## config.mk

```make
export PLATFORM = sky130hd
export DESIGN_NAME = adcso_regs
export DESIGN_NICKNAME = d
export VERILOG_FILES = /design/src/design/adcso_pkg.sv /design/src/design/adcso_reg_if.sv /design/src/design/adcso_apb.sv /design/src/design/adcso_ovs_acc.sv /design/src/design/adcso_regs.sv
export VERILOG_INCLUDE_DIRS = /design/src /design/src/design
export SDC_FILE = /design/constraint.sdc
export NUM_CORES = 1
export LEC_CHECK = 0
export BUFFER_PORTS_ARGS = -buffer_cell sky130_fd_sc_hd__buf_2
export CAP_MARGIN = 10
export CORE_UTILIZATION = 55
export CTS_CLUSTER_SIZE = 14
export DETAILED_ROUTE_END_ITERATION = 8
export PLACE_DENSITY_LB_ADDON = 0.12
export RECOVER_POWER = 25
export SYNTH_ARGS = -nofsm -noshare
export SYNTH_HDL_FRONTEND = slang
export SYNTH_HIERARCHICAL = 1
export SYNTH_SLANG_ARGS = --single-unit
```

## constraint.sdc

```tcl
create_clock -name CLK_SYS -period 12.83 [get_ports CLK_SYS]
set_clock_uncertainty 0.05 [all_clocks]
set_input_delay 0.6415 -clock CLK_SYS [delete_from_list [all_inputs] [get_ports CLK_SYS]]
set_output_delay 0.6415 -clock CLK_SYS [all_outputs]
set_load 0.02 [all_outputs]
```

## src/design/adcso_consts.svh

```systemverilog
`ifndef ADCSO_CONSTS_SVH
`define ADCSO_CONSTS_SVH

// register offsets (byte addresses)
`define ADCSO_OFS_SEQLEN  8'h2C
`define ADCSO_OFS_SLOT_HI 8'h30
`define ADCSO_OFS_SLOT_LO 8'h34
`define ADCSO_OFS_RESULT  8'h4C
`define ADCSO_OFS_OVSCTL  8'h80
`define ADCSO_OFS_CTRL    8'h84

// reset value shared by every register
`define ADCSO_RST_VAL 32'h0000_0000

// writable bit masks, reserved bits stay zero
`define ADCSO_SLOT_MASK   32'h3FFF_FFFF
`define ADCSO_SEQLEN_MASK 32'h00F0_0000
`define ADCSO_OVSCTL_MASK 32'h0000_33FD
`define ADCSO_CTRL_MASK   32'h0000_0001

// field positions
`define ADCSO_SLOT_W      5
`define ADCSO_SLOTS_PER   6
`define ADCSO_SEQLEN_LSB  20
`define ADCSO_RES_LSB     12
`define ADCSO_TRIGGERED_OVERSAMPLING_BIT    9
`define ADCSO_SHIFT_LSB   5
`define ADCSO_RATIO_LSB   2
`define ADCSO_OVERSAMPLER_ENABLE_BIT   0
`define ADCSO_CONV_ON_BIT 0
`define ADCSO_BUSY_BIT    8
`define ADCSO_IDX_LSB     12

// limits
`define ADCSO_LAST_SLOT 4'hB
`define ADCSO_MAX_SHIFT 4'h8

`endif

```

## src/design/adcso_pkg.sv

```systemverilog
package adcso_pkg;
  typedef enum logic [2:0] {
    S_IDLE,
    S_CONV,
    S_WAIT,
    S_WAIT_TRIG
  } adcso_state_t;
endpackage

```

## src/design/adcso_reg_if.sv

```systemverilog
`timescale 1ns/1ps
interface adcso_reg_if;
  logic        wr;
  logic [7:0]  addr;
  logic [31:0] wdata;
  logic [31:0] rdata;
  logic        err;
  modport bus  (output wr, addr, wdata, input rdata, err);
  modport regs (input wr, addr, wdata, output rdata, err);
endinterface

```

## src/design/adcso_apb.sv

```systemverilog
`timescale 1ns/1ps
module adcso_apb (
  input  wire logic        clk,
  input  wire logic        nrst,
  input  wire logic        psel,
  input  wire logic        penable,
  input  wire logic        pwrite,
  input  wire logic [7:0]  paddr,
  input  wire logic [31:0] pwdata,
  output logic      [31:0] prdata,
  output logic             pready,
  output logic             pslverr,
  adcso_reg_if.bus         ri
);
  logic access;

  // one wait state; the write lands on the edge that completes the access
  always_comb begin
    access   = psel & penable & ~pready;
    ri.addr  = paddr;
    ri.wdata = pwdata;
    ri.wr    = psel & penable & pwrite & pready & ~ri.err;
  end

  always_ff @(posedge clk or negedge nrst) begin
    if (!nrst) begin
      pready  <= 1'b0;
      pslverr <= 1'b0;
      prdata  <= 32'h0000_0000;
    end else begin
      pready  <= access;
      pslverr <= access & ri.err;
      if (access) begin
        prdata <= pwrite ? 32'h0000_0000 : ri.rdata;
      end
    end
  end
endmodule

```

## src/design/adcso_ovs_acc.sv

```systemverilog
`timescale 1ns/1ps
`include "adcso_consts.svh"
module adcso_ovs_acc #(
  parameter int DW = 16,
  parameter int AW = 24
) (
  input  wire logic          clk,
  input  wire logic          nrst,
  input  wire logic          add,
  input  wire logic          first,
  input  wire logic [DW-1:0] data,
  input  wire logic [3:0]    shift,
  output logic      [DW-1:0] total
);
  logic [AW-1:0] acc;
  logic [AW-1:0] sum;
  logic [3:0]    sh;

  // reserved shift codes act as the largest shift
  always_comb begin
    sum   = (first ? '0 : acc) + AW'(data);
    sh    = (shift > `ADCSO_MAX_SHIFT) ? `ADCSO_MAX_SHIFT : shift;
    total = DW'(sum >> sh);
  end

  always_ff @(posedge clk or negedge nrst) begin
    if (!nrst) begin
      acc <= '0;
    end else if (add) begin
      acc <= sum;
    end
  end
endmodule

```

## src/design/adcso_regs.sv

```systemverilog
// Behaviour
// [RULE_01] each 5-bit slot holds channel 0..17; slot n is the nth conversion
// [RULE_02] slots 6..11 register: 5-bit fields from bit 0, bits 31:30 reserved
// [RULE_03] slots 0..5 register: 5-bit fields from bit 0, bits 31:30 reserved
// [RULE_04] software writes reserved bits only as zero
// [RULE_05] software uses only full 32-bit word accesses
// [RULE_06] result bits 15:0 hold latest conversion, read only, writes ignored
// [RULE_07] first instance in sync mode: bits 31:16 hold partner result
// [RULE_08] resolution field 13:12 selects 12, 10, 8 or 6 bits
// [RULE_09] triggered oversampling: each conversion waits its own trigger
// [RULE_10] shift field 8:5 right-shifts the oversampled sum, 0..8 bits
// [RULE_11] ratio field 4:2 selects 2x up to 256x oversampling
// [RULE_12] bit 0 enables the oversampler, set and cleared by software
// [RULE_13] software changes oversampler fields only while converter is off
// [RULE_14] sequence runs length plus one conversions from slot 0 upward
// [RULE_15] oversampling sums ratio results, shifts, writes the result field
`timescale 1ns/1ps
`include "adcso_consts.svh"
module adcso_regs #(
  parameter bit FIRST_INSTANCE = 1'b1
) (
  input  wire logic        CLK_SYS,
  input  wire logic        NRST,
  input  wire logic        PSEL,
  input  wire logic        PENABLE,
  input  wire logic        PWRITE,
  input  wire logic [7:0]  PADDR,
  input  wire logic [31:0] PWDATA,
  output logic      [31:0] PRDATA,
  output logic             PREADY,
  output logic             PSLVERR,
  input  wire logic        TRIG,
  input  wire logic        CONV_DONE,
  input  wire logic [15:0] CONV_DATA,
  input  wire logic        SYNC_MODE,
  input  wire logic        PARTNER_VALID,
  input  wire logic [15:0] PARTNER_DATA,
  output logic             CONV_REQ,
  output logic      [4:0]  CONV_CHANNEL,
  output logic      [1:0]  CONV_RES,
  output logic             SEQ_BUSY,
  output logic             SEQ_END
);
  adcso_reg_if ri ();

  logic [31:0] slots_hi;
  logic [31:0] slots_lo;
  logic [31:0] seq_len_reg;
  logic [31:0] ovs_ctl;
  logic [31:0] routine_result;
  logic        converter_on;

  adcso_pkg::adcso_state_t state;

  logic [3:0]  slot_idx;
  logic [7:0]  ovs_cnt;
  logic [4:0]  slot_ch [12];
  logic [4:0]  cur_ch;
  logic [3:0]  seq_len;
  logic [3:0]  last_slot;
  logic        ovs_en;
  logic        triggered_oversampling;
  logic [2:0]  ratio;
  logic [3:0]  shift;
  logic [7:0]  ratio_last;
  logic        done_now;
  logic        last_conv;
  logic        last_in_seq;
  logic        res_load;
  logic        wait_next;
  logic [15:0] ovs_total;

  adcso_apb u_apb (
    .clk     (CLK_SYS),
    .nrst    (NRST),
    .psel    (PSEL),
    .penable (PENABLE),
    .pwrite  (PWRITE),
    .paddr   (PADDR),
    .pwdata  (PWDATA),
    .prdata  (PRDATA),
    .pready  (PREADY),
    .pslverr (PSLVERR),
    .ri      (ri.bus)
  );

  adcso_ovs_acc #(
    .DW (16),
    .AW (24)
  ) u_acc (
    .clk   (CLK_SYS),
    .nrst  (NRST),
    .add   (done_now),
    .first (ovs_cnt == 8'h00),
    .data  (CONV_DATA),
    .shift (shift),
    .total (ovs_total)
  );

  // slot table: low register carries slots 0..5, high register 6..11
  for (genvar i = 0; i < 12; i++) begin : g_slot
    if (i < `ADCSO_SLOTS_PER) begin : g_lo
      assign slot_ch[i] = slots_lo[i*`ADCSO_SLOT_W +: `ADCSO_SLOT_W]; // see [RULE_03]
    end else begin : g_hi
      assign slot_ch[i] =
        slots_hi[(i-`ADCSO_SLOTS_PER)*`ADCSO_SLOT_W +: `ADCSO_SLOT_W]; // see [RULE_02]
    end
  end

  always_comb begin
    seq_len    = seq_len_reg[`ADCSO_SEQLEN_LSB +: 4];
    last_slot  = (seq_len > `ADCSO_LAST_SLOT) ? `ADCSO_LAST_SLOT : seq_len;
    ovs_en     = ovs_ctl[`ADCSO_OVERSAMPLER_ENABLE_BIT]; // see [RULE_12]
    triggered_oversampling       = ovs_ctl[`ADCSO_TRIGGERED_OVERSAMPLING_BIT];
    ratio      = ovs_ctl[`ADCSO_RATIO_LSB +: 3];
    shift      = ovs_ctl[`ADCSO_SHIFT_LSB +: 4]; // see [RULE_10]
    ratio_last = 8'((16'h0002 << ratio) - 16'h0001); // see [RULE_11]
    cur_ch     = slot_ch[slot_idx];
    done_now   = (state == adcso_pkg::S_WAIT) && CONV_DONE;
    last_conv  = !ovs_en || (ovs_cnt == ratio_last);
    last_in_seq = slot_idx == last_slot;
    res_load   = done_now && last_conv;
    wait_next  = ovs_en && triggered_oversampling; // see [RULE_09]
  end

  // register read mux and address decode
  always_comb begin
    ri.err   = 1'b0;
    ri.rdata = 32'h0000_0000;
    case (ri.addr)
      `ADCSO_OFS_SEQLEN:  ri.rdata = seq_len_reg;
      `ADCSO_OFS_SLOT_HI: ri.rdata = slots_hi;
      `ADCSO_OFS_SLOT_LO: ri.rdata = slots_lo;
      `ADCSO_OFS_RESULT:  ri.rdata = routine_result;
      `ADCSO_OFS_OVSCTL:  ri.rdata = ovs_ctl;
      `ADCSO_OFS_CTRL: begin
        ri.rdata[`ADCSO_CONV_ON_BIT]  = converter_on;
        ri.rdata[`ADCSO_BUSY_BIT]     = state != adcso_pkg::S_IDLE;
        ri.rdata[`ADCSO_IDX_LSB +: 4] = slot_idx;
      end
      default: ri.err = 1'b1;
    endcase
  end

  // configuration registers; reserved bits are dropped on write
  always_ff @(posedge CLK_SYS or negedge NRST) begin
    if (!NRST) begin
      slots_hi     <= `ADCSO_RST_VAL;
      slots_lo     <= `ADCSO_RST_VAL;
      seq_len_reg  <= `ADCSO_RST_VAL;
      ovs_ctl      <= `ADCSO_RST_VAL;
      converter_on <= 1'b0;
    end else if (ri.wr) begin
      case (ri.addr)
        `ADCSO_OFS_SLOT_HI: slots_hi <= ri.wdata & `ADCSO_SLOT_MASK; // see [RULE_02]
        `ADCSO_OFS_SLOT_LO: slots_lo <= ri.wdata & `ADCSO_SLOT_MASK; // see [RULE_03]
        `ADCSO_OFS_SEQLEN:  seq_len_reg <= ri.wdata & `ADCSO_SEQLEN_MASK;
        `ADCSO_OFS_OVSCTL:  ovs_ctl <= ri.wdata & `ADCSO_OVSCTL_MASK; // see [RULE_12]
        `ADCSO_OFS_CTRL:    converter_on <= ri.wdata[`ADCSO_CONV_ON_BIT];
        default: begin
        end
      endcase
    end
  end

  // resolution goes straight to the converter core
  always_comb begin
    CONV_RES = ovs_ctl[`ADCSO_RES_LSB +: 2]; // see [RULE_08]
  end

  // sequence state machine
  always_ff @(posedge CLK_SYS or negedge NRST) begin
    if (!NRST) begin
      state <= adcso_pkg::S_IDLE;
    end else if (!converter_on) begin
      state <= adcso_pkg::S_IDLE;
    end else begin
      case (state)
        adcso_pkg::S_IDLE: begin
          if (TRIG) begin
            state <= adcso_pkg::S_CONV;
          end
        end
        adcso_pkg::S_WAIT_TRIG: begin
          if (TRIG) begin
            state <= adcso_pkg::S_CONV; // see [RULE_09]
          end
        end
        adcso_pkg::S_CONV: begin
          state <= adcso_pkg::S_WAIT;
        end
        adcso_pkg::S_WAIT: begin
          if (CONV_DONE) begin
            if (last_conv && last_in_seq) begin
              state <= adcso_pkg::S_IDLE; // see [RULE_14]
            end else if (wait_next) begin
              state <= adcso_pkg::S_WAIT_TRIG; // see [RULE_09]
            end else begin
              state <= adcso_pkg::S_CONV;
            end
          end
        end
        default: state <= adcso_pkg::S_IDLE;
      endcase
    end
  end

  // slot walk and oversample count
  always_ff @(posedge CLK_SYS or negedge NRST) begin
    if (!NRST) begin
      slot_idx <= 4'h0;
      ovs_cnt  <= 8'h00;
    end else if (state == adcso_pkg::S_IDLE) begin
      slot_idx <= 4'h0; // see [RULE_14]
      ovs_cnt  <= 8'h00;
    end else if (done_now) begin
      if (!last_conv) begin
        ovs_cnt <= ovs_cnt + 8'h01; // see [RULE_11]
      end else begin
        ovs_cnt  <= 8'h00;
        slot_idx <= last_in_seq ? 4'h0 : slot_idx + 4'h1; // see [RULE_14]
      end
    end
  end

  // conversion request towards the core
  always_ff @(posedge CLK_SYS or negedge NRST) begin
    if (!NRST) begin
      CONV_REQ     <= 1'b0;
      CONV_CHANNEL <= 5'h00;
    end else begin
      CONV_REQ <= state == adcso_pkg::S_CONV;
      if (state == adcso_pkg::S_CONV) begin
        CONV_CHANNEL <= cur_ch; // see [RULE_01]
      end
    end
  end

  // status outputs
  always_ff @(posedge CLK_SYS or negedge NRST) begin
    if (!NRST) begin
      SEQ_BUSY <= 1'b0;
      SEQ_END  <= 1'b0;
    end else begin
      SEQ_BUSY <= state != adcso_pkg::S_IDLE;
      SEQ_END  <= res_load && last_in_seq;
    end
  end

  // result register; the bus never writes it
  always_ff @(posedge CLK_SYS or negedge NRST) begin
    if (!NRST) begin
      routine_result <= `ADCSO_RST_VAL;
    end else begin
      if (res_load) begin
        routine_result[15:0] <= ovs_en ? ovs_total : CONV_DATA; // see [RULE_06] [RULE_15]
      end
      if (!FIRST_INSTANCE || !SYNC_MODE) begin
        routine_result[31:16] <= 16'h0000; // see [RULE_07]
      end else if (PARTNER_VALID) begin
        routine_result[31:16] <= PARTNER_DATA; // see [RULE_07]
      end
    end
  end
endmodule

```

==> flow_summary.toml, run 1 <==
[outcome]
outcome = "complete, but fails checks"
violations = "capacitance limit, slew limit"

[grt]
grt_pass1_wl_um = 49200
antenna_found_initial = 1
grt_max_degree = 108
grt_remaining_overflow = 0
grt_pass1_vias = 8767
track_usage_pct = 29.1

[timing]
slew_headroom_pct = -285
finalCriticalPeriod_ns = 5.59
final-setup-viol-count = 0
fmax_ghz = 0.179
final-hold-violation-count = 0
worst_pin_slew_ns = 5.77
fin_crit_sh_pct = 43.6
setup_slack_ns = 7.24
fin_tns_setup_ns = 0
report.final.slew_viol_count = 108
grt_setup_unrepaired = "false"

[logic_synthesis]
syn_nets = 1220
syn_avg_cell_area_um2 = 10.5
synth_warnings = 6
syn_inst = 1116
netlist_area_um2 = 11700

[clock_tree]
cts_setup_buffers = 0
numCtsBuffers = 17
cts_tree = "yes"
cts_resized = 0
worstSkewPairLatency_ns = 0.44
clockBufferDepth = 2
h-tree-depth = 4
clock-root-buffer = "clkbuf_16"
cts.sinks = 188
postCtsHoldBufs = 0
worst_setup_hold_path_clk_slew_ns = 0.08

[detailed_routing]
routed_via_density = 6.21
first_pass_iters = 9
drc_errors = 0
initialDrtViolationCount = 604
drtAntennaViolNets = 0
avgRoutedWirePerCell_um = 21.2
wl_um = 30600
vias = 8950

[job]
drv_cap = 1

[worst_setup_path]
worstPathMaxFanout = 107
setup.worst_path.end_class = "asynchronous set/reset pin"
crit_type = "input port to asynchronous set/reset pin"
crit_path_start_kind = "input port"
slowest_delay_ns = 3.95
cp_top_family = "buffers and inverters"
cp_slowest_cell = "clkbuf_1"
path_buf_inv = 1
required_ns = 11.93
path_cells = "clkbuf_1"
worstPathArrival_ns = 4.69

[pwr]
p_leak_nw = 6.12
power.density_nw_per_um2 = 96.8
irDropWorstVdd_mv = 0.0876

[floorplan]
initial_core_util_pct = 56.9
die_h_um = 148
core_area_um2 = 20600
floorplan.die.width_um = 148
ios = 125
rows = 52
dieArea_um2 = 21900

[finish]
final_util_pct = 62.0
fin_nets = 1263
diodes = 0
reg_top3 = "routine_result x32, u_apb/prdata x32"
syn2layout_area_growth_pct = 8.96
drive_gt1_share_pct = 28.0

[placement]
dpl_worst_slack_ns = 8.09
place.gp.congestion = 0.920
portBuffers = 122
dpl.hpwl_um = 21600

[hold_path]
min_path_type = "input port to flip-flop"
layout by cell type (no fill, tap or decap), types with 13 or more instances in the layout:
cell type / instances
a211oi_1: 14
a21oi_1: 83
a222oi_1: 13
a22oi_1: 31
buf_2: 120
clkbuf_16: 17
dfrtp_1: 188
ha_1: 22
inv_1: 19
mux2_2: 99
mux2_4: 28
mux2i_1: 46
mux4_2: 23
nand2_1: 105
nor2_1: 48
nor2b_1: 71
nor3_1: 16
o21ai_0: 19
final timing paths:
check	startpoint	end	slack, ns	cells after the start
setup reg to reg	ovs_cnt[4]	routine_result[11]	8.01	16
min in group asynchronous	NRST	SEQ_BUSY	2.26	1
max in group CLK_SYS	ovs_cnt[4]	routine_result[11]	8.01	16
setup / recovery	NRST	u_acc/acc[14]	7.24	1
hold / removal	PARTNER_DATA[4]	routine_result[20]	0.41	3
hold reg to reg	u_acc/acc[15]	u_acc/acc[15]	0.45	1
per-layer routing:
layer	vias to the layer above	track usage, %	share of wire, %
met2	269	48.9	50
met5	-	0	0.036
met1	4496	39.8	43
li1	4149	-	-
met4	2	8.04	1.4
met3	34	3.43	5.3
area by class of cell:
cell class,count,area [um2]
clock buffer,17,425
tap,270,338
sequential,188,4700
timing repair buffer,133,691
inverter,20,75.1
fill,1749,7810
multi-input combinational,799,6300
clock inverter,15,218
per-stage QoR:
step / instances / power, W / hold slack (ns) / instance area (um2)
after detailed placement: 1410 / 0.000683 / 0.438 / 12100
after CTS: 1442 / 0.00124 / 0.307 / 12800
after floorplan: 1116 / 0.000656 / 0.296 / 11700
after global routing: 1442 / 0.00128 / 0.403 / 12800
final: 1442 / 0.00123 / 0.409 / 12800
after global placement: 1410 / 0.000683 / 0.431 / 12100
power breakdown:
group | internal [W] | switching (W)
combinational | 0.0000270 | 0.0000466
sequential | 0.000595 | 0.00000205
clock | 0.000287 | 0.000275
Note: power is estimated with default switching activity, not from simulation.
==> inputs of run 2 (changes only) <==
Settings changed: ABC_AREA set to 1, CORE_UTILIZATION 55 to 54.
Clock period 12.83 ns to 4.6 ns, I/O delays scaled along.
==> run 2 against run 1 <==
  * Wire length is 13% higher
  * Critical endpoint is now routine_result[11]
  * Combinational power grew to 2.9 times the previous value
  * The run still ends with capacitance limit, slew limit left
  * Core utilization fell by 2.0 points
  * Critical path depth grew 21
  * Final cell count increased by 41%
  * Largest cell class unchanged
==> flow_summary.toml, run 2 <==
[worst_setup_path]
crit_path_start_kind = "flip-flop"
rr_worst_depth = 22
worstPathMaxFanout = 20
worstPathArrival_ns = 4.10
setup.worst_path.end_class = "flip-flop"
required_ns = 4.84
crit_type = "flip-flop to flip-flop"

[pwr]
power.density_nw_per_um2 = 260
p_leak_nw = 6.58
irDropWorstVdd_mv = 0.248

[hold_path]
hold_depth = 3
min_path_type = "input port to flip-flop"

[grt]
grt_pass1_vias = 10200
antenna_found_initial = 0
track_usage_pct = 31.5
grt_pass1_wl_um = 54600
grt_remaining_overflow = 0
grt_max_degree = 104

[timing]
worst_pin_slew_ns = 2.66
report.final.slew_viol_count = 103
slew_headroom_pct = -77.3
fin_tns_setup_ns = 0
final-setup-viol-count = 0
fmax_ghz = 0.259
grt_setup_unrepaired = "false"
fin_crit_sh_pct = 83.8
final-hold-violation-count = 0
finalCriticalPeriod_ns = 3.86

[logic_synthesis]
syn_avg_cell_area_um2 = 7.07
syn_nets = 1802
synth_warnings = 6
syn_inst = 1698
netlist_area_um2 = 12000

[detailed_routing]
drtAntennaViolNets = 0
routed_via_density = 5.54
wl_um = 34800
drc_errors = 0
first_pass_iters = 5
initialDrtViolationCount = 933
vias = 11300
avgRoutedWirePerCell_um = 17.0

[floorplan]
rows = 54
dieArea_um2 = 22800
initial_core_util_pct = 55.0
die_h_um = 151
core_area_um2 = 21800
ios = 125
floorplan.die.width_um = 151

[placement]
dpl.hpwl_um = 25300
place.gp.congestion = 0.903
portBuffers = 122

[outcome]
outcome = "complete, but fails checks"
violations = "capacitance limit, slew limit"

[clock_tree]
h-tree-depth = 4
clock-root-buffer = "clkbuf_16"
clockBufferDepth = 2
cts_setup_buffers = 0
worstSkewPairLatency_ns = 0.44
postCtsHoldBufs = 10
cts.sinks = 188
cts_resized = 0
worst_setup_hold_path_clk_slew_ns = 0.07
numCtsBuffers = 17
cts_tree = "yes"

[finish]
fin_nets = 1851
syn2layout_area_growth_pct = 9.24
drive_gt1_share_pct = 12.3
layout_commonest_cell = "nand2_1"
most-common-layout-cells = "503 x nand2_1, 206 x inv_1, 188 x dfrtp_1"
reg_top3 = "routine_result x32, u_apb/prdata x32"
diodes = 0
final_util_pct = 60.1

[job]
drv_cap = 1
[run 2: critical path: stages (launching register included)]
cell,delay (ns)
dfrtp_1,0.41
inv_1,0.13
ha_1,0.18
nand4_1,0.11
nor4_2,0.16
buf_4,0.33
nor2_1,0.10
ha_1,0.25
fa_1,0.49
nand3_1,0.14
nand3_2,0.10
nand3_1,0.10
nand3_2,0.11
inv_1,0.07
nand2_1,0.06
nand2_1,0.07
nand2_1,0.06
nand3_1,0.11
nand3_1,0.10
nand2_1,0.09
a21oi_1,0.04
mux2i_1,0.35
a21oi_2,0.09
[run 2: area by class of cell]
| type | count | area [um2] |
|---|---|---|
| fillers | 2145 | 8720 |
| multi-input cells | 1181 | 5830 |
| flip-flops and latches | 188 | 4700 |
| inverters | 216 | 813 |
| repair buffers | 143 | 798 |
| clock buffers | 20 | 457 |
| well taps | 280 | 350 |
| clock inverters | 12 | 151 |
[run 2: layer usage]
layer / up-vias / GRT usage [%] / wire [um] / share of wire, %
met5: - / 0 / 0 / 0
met4: 0 / 9.95 / 803 / 2.3
met3: 43 / 4.34 / 2350 / 6.8
met2: 424 / 51.0 / 16300 / 47
met1: 5325 / 43.6 / 15300 / 44
li1: 5505 / - / - / -
[run 2: path summary, 6_finish.rpt]
check,to,slack [ns],start
max,routine_result[11],0.74,ovs_cnt[0]
min,slots_lo[27],0.009,PWDATA[27]
max reg2reg,routine_result[11],0.74,ovs_cnt[0]
min reg2reg,u_apb/prdata[25],0.42,u_apb/prdata[25]
max in group asynchronous,slots_hi[5],1.83,NRST
min in group asynchronous,slots_lo[25],1.08,NRST
[run 2: power by group]
part           total (W)  leakage [nW]  switching [W]  internal, W
combinational   0.000210          3.75       0.000145    0.0000653
clock            0.00154         0.287       0.000693     0.000846
sequential       0.00166          2.54     0.00000388      0.00166
total            0.00341          6.58       0.000842      0.00257
[run 2: per-stage QoR]
stage	hold slack [ns]	setup slack [ns]	cell area [um2]	total power, W	cells
after floorplan	-0.116	1.23	12000	0.00182	1698
after global placement	0.341	0.865	12400	0.00190	1998
after detailed placement	0.337	0.846	12400	0.00190	1998
after CTS	0.000307	0.795	13100	0.00344	2040
after global routing	0.0145	0.442	13100	0.00352	2040
final	0.00921	0.745	13100	0.00341	2040
